File: config.mk
export PLATFORM = sky130hd
export DESIGN_NAME = rsr_top
export DESIGN_NICKNAME = d
export VERILOG_FILES = /design/src/rtl/rsr_pkg.sv /design/src/rtl/rsr_top.sv
export SDC_FILE = /design/constraint.sdc
export NUM_CORES = 1
export LEC_CHECK = 0
export BUFFER_PORTS_ARGS = -buffer_cell sky130_fd_sc_hd__buf_2
export CAP_MARGIN = 25
export CORE_MARGIN = 4
export CORE_UTILIZATION = 41
export CTS_BUF_LIST = sky130_fd_sc_hd__clkbuf_8 sky130_fd_sc_hd__clkbuf_16
export CTS_CLUSTER_SIZE = 20
export DETAILED_ROUTE_END_ITERATION = 8
export PLACE_DENSITY = 0.86
export SETUP_SLACK_MARGIN = 0.4
export SLEW_MARGIN = 20
export SYNTH_ARGS = -nofsm -noshare
export SYNTH_HDL_FRONTEND = slang
export SYNTH_SLANG_ARGS = --single-unit
File: constraint.sdc
create_clock -name clock -period 2.3 [get_ports clock]
set_clock_uncertainty 0.1 [all_clocks]
set_input_delay 0.115 -clock clock [delete_from_list [all_inputs] [get_ports clock]]
set_output_delay 0.115 -clock clock [all_outputs]
set_load 0.01 [all_outputs]
File: src/rtl/rsr_pkg.sv
// Constants and types for the reset source and retention block
package rsr_pkg;
    // Register byte addresses
    localparam logic [31:0] ADDR_REMAP      = 32'hffff0220;
    localparam logic [31:0] ADDR_FLAGS      = 32'hffff0230;
    localparam logic [31:0] ADDR_CLEAR      = 32'hffff0234;
    localparam logic [31:0] ADDR_KEY_FIRST  = 32'hffff0248;
    localparam logic [31:0] ADDR_RETAIN     = 32'hffff024c;
    localparam logic [31:0] ADDR_KEY_SECOND = 32'hffff0250;

    // Reset source flag positions
    localparam int FLAG_POR  = 0;
    localparam int FLAG_WDT  = 1;
    localparam int FLAG_SOFT = 2;
    localparam int FLAG_W    = 3;

    // Remap field
    localparam int REMAP_BIT = 0;

    // Retention fields
    localparam int RET_GPIO = 0;
    localparam int RET_VDAC = 2;
    localparam int RET_IDAC = 3;
    localparam int RET_W    = 4;
    localparam logic [7:0] RET_MASK = 8'h0d;

    // Key codes
    localparam logic [7:0] KEY_FIRST_CODE  = 8'h76;
    localparam logic [7:0] KEY_SECOND_CODE = 8'hb1;

    // Reset values
    localparam logic [FLAG_W-1:0] FLAGS_POR_VALUE = 3'h1;
    localparam logic [FLAG_W-1:0] FLAGS_NULL      = 3'h0;
    localparam logic [7:0]        RETAIN_RESET    = 8'h00;
    localparam logic [31:0]       DATA_ZERO       = 32'h00000000;

    // Key sequence states
    typedef enum logic [1:0] {
        KEY_IDLE,
        KEY_ARMED,
        KEY_LOADED
    } rsr_key_t;
endpackage : rsr_pkg

File: src/rtl/rsr_top.sv
// Reset source bookkeeping, remap and retention block behind an APB slave
// Operation
// - Four reset causes told apart; causes accumulate in the flag register until cleared.
// - External pin reset leaves the flag register reading all zeros.
// - Writing one to flag bit 2 forces a software reset; bit stays set.
// - Watchdog timeout sets flag bit 1 by hardware.
// - Power-on reset sets flag bit 0 by hardware.
// - Writing one to a clear register bit clears the matching flag.
// - A clear leaving any set flag uncleared raises a reset event.
// - Remap bit 0 set puts SRAM at address zero instead of flash.
// - Any reset clears the remap bit so flash sits at address zero.
// - Retention update is key 0x76, then value, then key 0xb1.
// - Retention bit 3 keeps current DAC state across watchdog or software reset.
// - Retention bit 2 keeps voltage DAC state across watchdog or software reset.
// - Retention bit 0 keeps GPIO state across watchdog or software reset.
//
// Implementation choice: register access over APB.
`timescale 1ns/1ps
module rsr_top
    import rsr_pkg::*;
(
    input  wire logic        clock,
    input  wire logic        arst_n,
    input  wire logic        psel,
    input  wire logic        penable,
    input  wire logic        pwrite,
    input  wire logic [31:0] paddr,
    input  wire logic [31:0] pwdata,
    output logic      [31:0] prdata,
    output logic             pready,
    output logic             pslverr,
    input  wire logic        ext_reset_pin_n,
    input  wire logic        wdt_timeout,
    output logic             core_reset,
    output logic             gpio_reset,
    output logic             vdac_reset,
    output logic             idac_reset,
    output logic             remap_sram
);
    import rsr_pkg::*;

    logic [FLAG_W-1:0] flags;
    logic [7:0]        retain;
    logic [7:0]        retain_pending;
    rsr_key_t          key_state;
    logic              pin_s1;
    logic              pin_s2;
    logic              pin_s3;
    logic              pin_level;
    logic              wr_en;
    logic              rd_en;
    logic              hit;
    logic              ext_event;
    logic              soft_event;
    logic              partial_clear;
    logic              reset_event;
    logic [FLAG_W-1:0] clr_bits;
    logic [FLAG_W-1:0] next_flags;
    logic [31:0]       next_rdata;

    // APB handshake: every access gets one wait state
    always_ff @(posedge clock or negedge arst_n) begin
        if (!arst_n) begin
            pready <= 1'b0;
        end else begin
            pready <= psel & penable & ~pready;
        end
    end

    assign wr_en = psel & penable & pready & pwrite;
    assign rd_en = psel & penable & ~pready & ~pwrite;
    assign hit   = (paddr == ADDR_REMAP) | (paddr == ADDR_FLAGS) | (paddr == ADDR_CLEAR) |
                   (paddr == ADDR_KEY_FIRST) | (paddr == ADDR_RETAIN) | (paddr == ADDR_KEY_SECOND);

    // Unmapped addresses answer with an error in the ready cycle
    always_ff @(posedge clock or negedge arst_n) begin
        if (!arst_n) begin
            pslverr <= 1'b0;
        end else begin
            pslverr <= psel & penable & ~pready & ~hit;
        end
    end

    // Three-stage pin synchroniser; a change counts once stages two and three agree
    always_ff @(posedge clock or negedge arst_n) begin
        if (!arst_n) begin
            pin_s1    <= 1'b1;
            pin_s2    <= 1'b1;
            pin_s3    <= 1'b1;
            pin_level <= 1'b1;
        end else begin
            pin_s1 <= ext_reset_pin_n;
            pin_s2 <= pin_s1;
            pin_s3 <= pin_s2;
            if (pin_s2 == pin_s3) begin
                pin_level <= pin_s3;
            end
        end
    end

    // Falling edge of the filtered pin level is the external reset
    assign ext_event  = pin_level & (pin_s2 == pin_s3) & ~pin_s3;
    assign soft_event = wr_en & (paddr == ADDR_FLAGS) & pwdata[FLAG_SOFT];
    assign clr_bits   = (wr_en & (paddr == ADDR_CLEAR)) ? pwdata[FLAG_W-1:0] : FLAGS_NULL;
    assign partial_clear = wr_en & (paddr == ADDR_CLEAR) & |(flags & ~pwdata[FLAG_W-1:0]);
    assign reset_event = ext_event | soft_event | wdt_timeout | partial_clear;

    // Flag update: hardware sets win over a clear in the same cycle
    always_comb begin
        next_flags = flags & ~clr_bits;
        if (wdt_timeout) begin
            next_flags[FLAG_WDT] = 1'b1;
        end
        if (soft_event) begin
            next_flags[FLAG_SOFT] = 1'b1;
        end
        if (ext_event) begin
            next_flags = FLAGS_NULL;
        end
    end

    // Only power-on loads the flag start value; external reset zeroes the flags, other resets keep them
    always_ff @(posedge clock or negedge arst_n) begin
        if (!arst_n) begin
            flags <= FLAGS_POR_VALUE;
        end else begin
            flags <= next_flags;
        end
    end

    // Reset request to the rest of the chip
    always_ff @(posedge clock or negedge arst_n) begin
        if (!arst_n) begin
            core_reset <= 1'b0;
        end else begin
            core_reset <= reset_event;
        end
    end

    // Per-peripheral resets are masked by the retention bits, except on an external reset
    always_ff @(posedge clock or negedge arst_n) begin
        if (!arst_n) begin
            gpio_reset <= 1'b0;
            vdac_reset <= 1'b0;
            idac_reset <= 1'b0;
        end else begin
            gpio_reset <= reset_event & (ext_event | ~retain[RET_GPIO]);
            vdac_reset <= reset_event & (ext_event | ~retain[RET_VDAC]);
            idac_reset <= reset_event & (ext_event | ~retain[RET_IDAC]);
        end
    end

    // Remap bit; any reset returns flash to address zero
    always_ff @(posedge clock or negedge arst_n) begin
        if (!arst_n) begin
            remap_sram <= 1'b0;
        end else if (reset_event) begin
            remap_sram <= 1'b0;
        end else if (wr_en && paddr == ADDR_REMAP) begin
            remap_sram <= pwdata[REMAP_BIT];
        end
    end

    // Key sequence: any other write in between breaks it
    always_ff @(posedge clock or negedge arst_n) begin
        if (!arst_n) begin
            key_state      <= KEY_IDLE;
            retain_pending <= RETAIN_RESET;
        end else if (wr_en) begin
            case (key_state)
                KEY_IDLE: begin
                    if (paddr == ADDR_KEY_FIRST && pwdata[7:0] == KEY_FIRST_CODE) begin
                        key_state <= KEY_ARMED;
                    end
                end
                KEY_ARMED: begin
                    if (paddr == ADDR_RETAIN) begin
                        key_state      <= KEY_LOADED;
                        retain_pending <= pwdata[7:0] & RET_MASK;
                    end else begin
                        key_state <= KEY_IDLE;
                    end
                end
                KEY_LOADED: begin
                    key_state <= KEY_IDLE;
                end
                default: begin
                    key_state <= KEY_IDLE;
                end
            endcase
        end
    end

    // Retention commits only on the closing key; power-on alone clears it
    always_ff @(posedge clock or negedge arst_n) begin
        if (!arst_n) begin
            retain <= RETAIN_RESET;
        end else if (wr_en && key_state == KEY_LOADED && paddr == ADDR_KEY_SECOND &&
                     pwdata[7:0] == KEY_SECOND_CODE) begin
            retain <= retain_pending;
        end
    end

    // Read mux; write-only keys and the clear register read as zero
    always_comb begin
        next_rdata = DATA_ZERO;
        if (paddr == ADDR_REMAP) begin
            next_rdata[REMAP_BIT] = remap_sram;
        end else if (paddr == ADDR_FLAGS) begin
            next_rdata[FLAG_W-1:0] = flags;
        end else if (paddr == ADDR_RETAIN) begin
            next_rdata[7:0] = retain;
        end
    end

    // Read data is registered and stands from the ready cycle on
    always_ff @(posedge clock or negedge arst_n) begin
        if (!arst_n) begin
            prdata <= DATA_ZERO;
        end else if (rd_en) begin
            prdata <= next_rdata;
        end
    end

    // Checks
    property p_wdt_flag;
        @(posedge clock) disable iff (!arst_n) wdt_timeout && !ext_event |=> flags[FLAG_WDT];
    endproperty
    a_wdt_flag: assert property (p_wdt_flag) else $error("watchdog flag not set");

    property p_soft_flag;
        @(posedge clock) disable iff (!arst_n) soft_event && !ext_event |=> flags[FLAG_SOFT] && core_reset;
    endproperty
    a_soft_flag: assert property (p_soft_flag) else $error("software reset not taken");

    property p_ext_null;
        @(posedge clock) disable iff (!arst_n) ext_event |=> flags == FLAGS_NULL && core_reset;
    endproperty
    a_ext_null: assert property (p_ext_null) else $error("external reset left flags set");

    property p_partial;
        @(posedge clock) disable iff (!arst_n) partial_clear |=> core_reset;
    endproperty
    a_partial: assert property (p_partial) else $error("partial clear gave no reset");

    property p_full_clear;
        @(posedge clock) disable iff (!arst_n)
            wr_en && paddr == ADDR_CLEAR && !reset_event |=> (flags & $past(pwdata[FLAG_W-1:0])) == FLAGS_NULL;
    endproperty
    a_full_clear: assert property (p_full_clear) else $error("clear did not clear");

    property p_remap_reset;
        @(posedge clock) disable iff (!arst_n) reset_event |=> !remap_sram;
    endproperty
    a_remap_reset: assert property (p_remap_reset) else $error("remap survived reset");

    property p_remap_set;
        @(posedge clock) disable iff (!arst_n)
            wr_en && paddr == ADDR_REMAP && !reset_event |=> remap_sram == $past(pwdata[REMAP_BIT]);
    endproperty
    a_remap_set: assert property (p_remap_set) else $error("remap write lost");

    property p_retain_guard;
        @(posedge clock) disable iff (!arst_n) $changed(retain) |-> $past(key_state) == KEY_LOADED;
    endproperty
    a_retain_guard: assert property (p_retain_guard) else $error("retention changed without keys");

    property p_gpio_keep;
        @(posedge clock) disable iff (!arst_n) wdt_timeout && !ext_event && retain[RET_GPIO] |=> !gpio_reset;
    endproperty
    a_gpio_keep: assert property (p_gpio_keep) else $error("retained gpio was reset");

    property p_idac_drop;
        @(posedge clock) disable iff (!arst_n)
            soft_event && !ext_event && !retain[RET_IDAC] |=>
                idac_reset && vdac_reset == !$past(retain[RET_VDAC]);
    endproperty
    a_idac_drop: assert property (p_idac_drop) else $error("dac reset wrong");

    property p_retain_keep;
        @(posedge clock) disable iff (!arst_n)
            wdt_timeout && !(wr_en && paddr == ADDR_KEY_SECOND) |=> $stable(retain);
    endproperty
    a_retain_keep: assert property (p_retain_keep) else $error("retention lost on watchdog");

    property p_ready_one;
        @(posedge clock) disable iff (!arst_n) pready |=> !pready;
    endproperty
    a_ready_one: assert property (p_ready_one) else $error("ready held too long");

    c_key_commit: cover property (@(posedge clock) disable iff (!arst_n) $changed(retain));
    c_partial:    cover property (@(posedge clock) disable iff (!arst_n) partial_clear);
    c_ext:        cover property (@(posedge clock) disable iff (!arst_n) ext_event);
    c_remap:      cover property (@(posedge clock) disable iff (!arst_n) $rose(remap_sram));
endmodule // rsr_top

### Word-level counts from Yosys, hierarchy flattened

Index checks and enable logic that the tools add are counted.

| word-level totals | value |
|---|---|
| output and inout bits | 39 |
| logic and storage cells | 89 |
| register bits | 30 |

| operators by class | value |
|---|---|
| reduce and logical (&&, ||, !) cells | 10 |
| eq/ne operators | 12 |
| bitwise operators | 37 |
| mux-type cells | 14 |

Operator list:

| operator | count |
|---|---|
| 32-bit == test, second input constant | 6 |
| 1-bit bitwise AND | 15 |
| 1-bit OR | 11 |
| 3-bit 2-to-1 mux | 3 |
| 8-bit by 7-bit == test with 1-bit output, second input constant | 1 |
| 8-bit == test, second input constant | 1 |
| 7-bit 2-to-1 mux | 1 |
| 1-bit inverter | 7 |
| 3-bit bitwise AND | 2 |
| 1-bit 2-to-1 mux | 6 |
| 3-bit inverter | 2 |
| 1-bit logical AND | 5 |
| 2-bit 2-to-1 mux | 2 |
| 4-bit 2-to-1 mux | 1 |
| 2-bit one-hot mux with 2 select lines | 1 |
| 3-bit AND reduction | 1 |
| 3-bit OR reduction | 1 |
| 2-bit by 1-bit == test with 1-bit output, second input constant | 1 |
| 2-bit == test, second input constant | 1 |
| 2-bit zero test | 1 |
| 2-bit != test, second input constant | 1 |
| 2-bit AND reduction | 1 |
| 2-bit nonzero test | 1 |
| 1-bit == test | 1 |

### Longest topological paths before layout

Gate-level depths: netlist of the first run.

| depth | value |
|---|---|
| depth after elaboration | 9 |
| gate-level depth with buffers | 5 |
| gate-level depth less buffers | 5 |

### Worst setup path after synthesis of the first run

OpenSTA, ideal clock, no wires.

| timing | value |
|---|---|
| path type | in2reg |
| start point | input paddr[13] |
| end point | register retain_pending[0] |
| stages on the path | 5 |
| setup slack | 0.279 ns |
| setup time | 0.125 ns |
| path buffers | 0 |
| data arrival time | 1.796 ns |
| path through | or4_4 -> nor4_4 -> nand2_2 -> nor4_4 -> mux2_2 |

| between the ends | value |
|---|---|
| word-level cells in the longest chain between the ends | 2 |

Ends and longest elaborated chain:

| element | line | RTL |
|---|---|---|
| start, declared | rsr_top.sv:27 | `input wire logic [31:0] paddr,` |
| 32-bit == test | rsr_top.sv:177 | `if (paddr == ADDR_RETAIN) begin` |
| 3-bit AND reduction (no line) | -- |  |
| end signal, assigned | rsr_top.sv:179 | `retain_pending <= pwdata[7:0] & RET_MASK;` |
| end, declared | rsr_top.sv:44 | `logic [7:0] retain_pending;` |

No other way between the ends.
A chain may end at the register's enable or synchronous reset.

### Worst setup path after layout of the first run

| timing | value |
|---|---|
| start point | input penable |
| end point | register retain[2] |

| between the ends | value |
|---|---|
| word-level cells in the longest chain between the ends | 6 |

Ends and longest elaborated chain:

| element | line | RTL |
|---|---|---|
| start, declared | rsr_top.sv:25 | `input wire logic penable,` |
| 1-bit bitwise AND (3 in a row) | rsr_top.sv:70 | `assign wr_en = psel & penable & pready & pwrite;` |
| 1-bit logical AND (3 in a row) | rsr_top.sv:198 | `end else if (wr_en && key_state == KEY_LOADED && paddr == ADDR_KEY_SECOND &&` |
| end signal, assigned | rsr_top.sv:200 | `retain <= retain_pending;` |
| end, declared | rsr_top.sv:43 | `logic [7:0] retain;` |

No other way between the ends.

==> results.py, run 1 <==
metrics = {
    "drt": {
        "wirelength_mm": 3.648,
        "first_pass_iters": 4,
        "antenna_left": 0,
        "drc": 0,
        "vias_per_cell": 5.077,
        "via_count": 1391,
        "routedWlPerCell_um": 13.31,
        "drtIter0Drc": 53,
    },
    "setup_path": {
        "cp_num_buf_inv": 2,
        "critPathKind": "input port to flip-flop",
        "r2r-start": "key_state[0]",
        "crit_fanout": 4,
        "worst_setup_path_start_kind": "input port",
        "regToRegSetupSlack_ns": 0.55,
        "r2r_end": "retain[2]",
        "cp_slowest_stage_delay_ns": 0.52,
        "critPathLaunch": "penable",
        "path_delay_family": "simple AND/OR/NAND/NOR gates",
        "worstPathRequired_ns": 2.37,
        "crit_chain": "dlygate4sd3_1 -> buf_2 -> nand4_1 -> or2_4 -> nor4_4 -> mux2_2",
        "reg2reg_depth": 4,
        "critPathSlowestCell": "dlygate4sd3_1",
        "critical_path_arrival_ns": 1.90,
        "crit_path_end_kind": "flip-flop",
    },
    "floorplan": {
        "die_y_um": 69.76,
        "rows": 22,
        "start_util_pct": 42.72,
        "dieArea_um2": 4866,
        "dieWidth_um": 69.76,
        "ios": 110,
        "core_um2": 3661,
    },
    "synth": {
        "ys_seq_elements": 26,
        "yosys_warnings": 0,
        "ys_types": 45,
        "synth_most_common_cell": "buf_4",
        "synth_top_area_share_pct": 33.60,
        "ys.flop_type": "dfrtp_1",
        "ys_top_cells_by_count": "28 x buf_4, 21 x dfrtp_1, 15 x nand2_1",
        "yosysTopAreaCell": "dfrtp_1",
        "synthArstFlopShare_pct": 100.0,
        "seq_area_frac_synth_pct": 42.00,
        "syn_inst": 157,
        "avgSynthCellArea_um2": 9.962,
        "netlist_top_cells_area": "dfrtp_1 34%, buf_4 13%, dfstp_2 8.4%",
        "synth_edf_count": 0,
        "syn_area_um2": 1564,
    },
    "timing": {
        "finalCritPeriodShare_pct": 79.95,
        "hold_viol": 0,
        "max_freq_mhz": 543.8,
        "setup_viol": 0,
        "layout_setup_ws_ns": 0.4612,
        "fin_crit_ns": 1.839,
        "setup_tns_ns": 0,
        "slew_violations": 0,
        "whs_ns": 0.004688,
        "tightest_slew_ns": 0.5576,
        "slew_headroom_pct": 62.82,
        "rsz0062_at_grt": "yes",
    },
    "placed_design": {
        "dp_hpwl_mm": 2.877,
        "preCtsSetupSlack_ns": 0.1755,
        "io_buffers": 57,
        "gp_congestion": 0.8793,
    },
    "clock_network": {
        "clk_path_buf_depth": 2,
        "cts_buffers": 3,
        "h-tree-depth": 1,
        "cts.sinks": 26,
        "cts_tree": "built",
        "root_buffer": "clkbuf_8",
        "clkSlewWorstSetupHoldPaths_ns": 0.09,
        "insertion_delay_ns": 0.27,
    },
    "hold_path": {
        "hold_class": "input port to flip-flop",
        "whs_path_depth": 2,
        "min_to": "retain_pending[3]",
        "min_from": "pwdata[3]",
    },
    "finish": {
        "fin_nets": 298,
        "drive_gt1_share_pct": 39.82,
        "area_delta_synth_final_pct": 26.64,
        "diodes": 0,
    },
    "global_routing": {
        "grt-ovfl-total": 0,
        "grt_pass1_vias": 1363,
        "antenna_found_initial": 0,
        "grt_usage_pct": 14.64,
        "grt_max_degree": 27,
        "grt_first_pass_wirelength_mm": 5.947,
    },
    "power_and_ir_drop": {
        "leakage_uw": 0.0009839,
        "vdd_drop_max_v": 0.0002086,
        "powerDensity_nw_per_um2": 508.4,
    },
    "status": {
        "outcome": "completed",
    },
    "run": {
        "cap_violations": 0,
    },
}
==> registers in the layout, indices dropped and copies added, names as in the netlist, 2 cells and up <==
name and flops:
prdata 4, flags 3, retain_pending 3, retain 3
key_state 2
==> cell type report <==
type / instances / area (um^2)
well taps: 48 / 60.06
flip-flops and latches: 26 / 656.9
clock inverters: 1 / 30.03
multi-input cells: 121 / 787.0
inverters: 8 / 30.03
fillers: 335 / 1680
repair buffers: 67 / 375.4
clock buffers: 3 / 41.29
==> cells by family (layout without fill, tap and decap cells) <==
family / after synthesis / after routing / share of synthesized area (%)
adders and majority gates: 1 / 1 / 0.6400
and+or+nand+nor: 60 / 60 / 25.44
other: 1 / 28 / 0.2398
AOI/OAI and AO/OA: 26 / 26 / 11.76
DFF: 26 / 26 / 42.00
muxes: 6 / 6 / 4.320
buffers and inverters: 37 / 79 / 15.60
==> placed cells by master, fill, tap and decap left out, drive strengths merged, types with 2 or more instances in the layout <==
cell         instances
clkbuf               3
mux2                 6
nor4                 6
o41ai                2
a21oi                5
nor2                 5
nand4                3
conb                28
nand4b               2
nor3                 4
a31oi                2
dfstp                5
a22oi                2
or4                  2
dfrtp               21
o31ai                5
buf                 61
inv                  8
nand2b               6
nand2               16
dlygate4sd3          6
o21a                 2
nand3                6
or4b                 2
==> metal layers <==
metal	global-route usage [%]	part of all wire [%]	up-vias
li1	-	-	647
met1	18.57	41	643
met2	25.08	47	93
met3	3.043	11	8
met4	4.043	1.5	0
met5	0	0	-
==> report_power, final <==
part           switching (uW)  total (uW)  internal, uW
Clock                     145         378           233
Sequential               7.96         484           476
Combinational            85.2         146          60.4
Total                     238        1010           769
==> metrics by stage <==
step	total power (uW)	utilization, %	cell area, um^2	cells
finish	1007	54.10	1981	274
global route	1048	54.10	1981	274
CTS	1010	53.38	1954	272
detailed placement	626.8	49.79	1823	262
global placement	623.7	49.79	1823	262
floorplan	589.6	-	1677	184
==> repair_timing <==
item | CTS | global route
endpoints found under the setup margin | 0 | 3
hold buffers | 6 | 0
resized for setup | 0 | 3
setup buffers | 0 | 2
hold endpoints to repair | 25 | 0
==> worst max path at each step <==
stage                              to  slack (ns)  depth (start not counted)
floorplan           retain_pending[0]        0.37                          5
global placement           remap_sram        0.20                          6
detailed placement         remap_sram        0.18                          6
CTS                        remap_sram        0.45                          6
global route               remap_sram        0.38                          6
finish                      retain[2]        0.46                          6
Power figures use the tool's default switching activity.
==> run 2, diff against run 1 <==
==> constraint.sdc (replaced) <==
create_clock -name clock -period 1.7 [get_ports clock]
set_clock_uncertainty 0.1 [all_clocks]
set_input_delay 0.085 -clock clock [delete_from_list [all_inputs] [get_ports clock]]
set_output_delay 0.085 -clock clock [all_outputs]
set_load 0.01 [all_outputs]
==> results.py, run 2 (synthesis gave the netlist of run 1 again) <==
metrics = {
    "finish": {
        "area_delta_synth_final_pct": 51.76,
        "final_common_cell": "buf_2",
        "diodes": 0,
        "fin_nets": 326,
        "final_cell_area_um2": 2374,
        "largest_reg_flops": 4,
        "fin_cells": 302,
        "drive_gt1_share_pct": 54.72,
        "mostFrequentLayoutCells": "54 x buf_2, 28 x conb_1, 24 x buf_4, 21 x dfrtp_1, 14 x nand2_1",
        "top_register": "prdata",
    },
    "drt": {
        "antenna_left": 0,
        "via_count": 1504,
        "drc": 0,
        "first_pass_iters": 4,
        "drtIter0Drc": 45,
        "wirelength_mm": 4.341,
        "drt-met1-wl_mm": 1.697,
        "dr_wl_met3_um": 289,
        "top_layer": "met4",
        "wl_met2_mm": 2.308,
        "vias_per_cell": 4.980,
        "routedWlPerCell_um": 14.37,
    },
    "global_routing": {
        "grt_max_degree": 27,
        "antenna_found_initial": 0,
        "grt-ovfl-total": 0,
        "grt_first_pass_wirelength_mm": 7.113,
        "grt_pass1_vias": 1553,
        "grt_usage_pct": 17.83,
    },
    "floorplan": {
        "core_um2": 3661,
        "rows": 22,
        "start_util_pct": 42.72,
        "dieWidth_um": 69.76,
        "dieArea_um2": 4866,
        "die_y_um": 69.76,
        "ios": 110,
    },
    "power_and_ir_drop": {
        "p_sw_uw": 339.9,
        "vdd_drop_max_v": 0.0004693,
        "powerDensity_nw_per_um2": 546.4,
        "swShare_pct": 26.21,
        "comb_power_share_pct": 18.1,
        "leakage_uw": 0.001172,
        "power_frac_clock_pct": 31.2,
        "seqPwrFrac_pct": 50.6,
        "p_int_uw": 957.0,
    },
    "hold_path": {
        "hold_class": "input port to flip-flop",
        "whs_path_depth": 2,
    },
    "placed_design": {
        "postPlaceCellArea_um2": 1966,
        "dp_hpwl_mm": 3.063,
        "gp_congestion": 0.8235,
        "preCtsSetupSlack_ns": -0.3604,
        "io_buffers": 57,
        "place_inst": 281,
    },
    "setup_path": {
        "cp-endpoint": "retain_pending[0]",
        "worst_setup_path_start_kind": "input port",
        "critPathLaunch": "paddr[8]",
        "critical_path_arrival_ns": 1.79,
        "reg2reg_depth": 4,
        "crit_fanout": 4,
        "r2r_end": "retain[0]",
        "r2r-start": "key_state[0]",
        "worstPathRequired_ns": 1.77,
        "regToRegSetupSlack_ns": 0,
        "crit_path_end_kind": "flip-flop",
        "critPathKind": "input port to flip-flop",
    },
    "clock_network": {
        "root_buffer": "clkbuf_8",
        "cts.sinks": 26,
        "cts_buffers": 3,
        "insertion_delay_ns": 0.28,
        "cts_tree": "built",
        "clkSlewWorstSetupHoldPaths_ns": 0.09,
        "h-tree-depth": 1,
        "clk_path_buf_depth": 2,
    },
    "timing": {
        "whs_ns": 0.002428,
        "finalCritPeriodShare_pct": 101.1,
        "rsz0062_at_grt": "yes",
        "tightest_slew_ns": 0.5769,
        "hold_viol": 0,
        "slew_headroom_pct": 61.54,
        "setup_viol": 5,
        "layout_setup_ws_ns": -0.01944,
        "max_freq_mhz": 581.6,
        "fin_crit_ns": 1.719,
        "slew_violations": 0,
    },
    "status": {
        "outcome": "complete, but fails checks",
        "violations": "setup timing",
    },
    "run": {
        "cap_violations": 0,
    },
}
[run 2: changes by cell type in the layout (fill, tap and decap cells not counted), sizes merged]
cell         before  now
buf              61   90
dlygate4sd3       6    5
bufinv            1    0
clkbuf            3    4
[run 2: final cells by class]
cell class,instances,area [um^2]
multi-input cells,121,935.9
inverters,8,30.03
fillers,279,1287
flip-flops and latches,26,656.9
repair buffers,95,635.6
well taps,48,60.06
clock buffers,4,55.05
[run 2: per-stage QoR]
step           TNS (ns)  util [%]  total power [uW]
2_1_floorplan    -1.340         -             797.7
3_3_place_gp     -3.305     53.69             858.8
3_5_place_dp     -4.057     53.69             866.2
4_1_cts               0     62.27              1290
5_1_grt         -0.6957     64.83              1355
6_report       -0.05923     64.83              1297
[run 2: power by group through the flow]
stage          Clock [uW]  Sequential [uW]  Combinational (uW)
6_report              405              656                 235
5_1_grt               436              660                 259
2_1_floorplan           0              670                 128
3_5_place_dp            0              667                 200
4_1_cts               412              656                 221
3_3_place_gp            0              666                 193
[run 2: worst max-delay path: stages]
cell and delay, ns:
buf_6 0.09, or4b_4 0.57, nor4_4 0.31, nand2_2 0.11
nor4_4 0.14, buf_4 0.19, mux2_4 0.30
[run 2: per-layer routing]
metal  global-route usage, %  vias to the layer above
met5                       0                        -
met4                   5.106                        0
met3                   4.203                        4
met2                   32.84                       67
met1                   20.23                      726
li1                        -                      707
[run 2: how the worst min path moves through the flow]
stage | start | to
floorplan | arst_n | core_reset
global placement | arst_n | pslverr
detailed placement | arst_n | pready
CTS | pwdata[1] | flags[1]
global route | pwdata[3] | retain_pending[3]
finish | pwdata[3] | retain_pending[3]
[run 2: what timing repair did]
action	4_1_cts	5_1_grt
buffers inserted	6	6
endpoints found under the hold margin	25	0
cloned	0	0
pin swaps	12	9
setup endpoints to repair	21	21
hold buffers	5	0
gates resized for setup	34	11
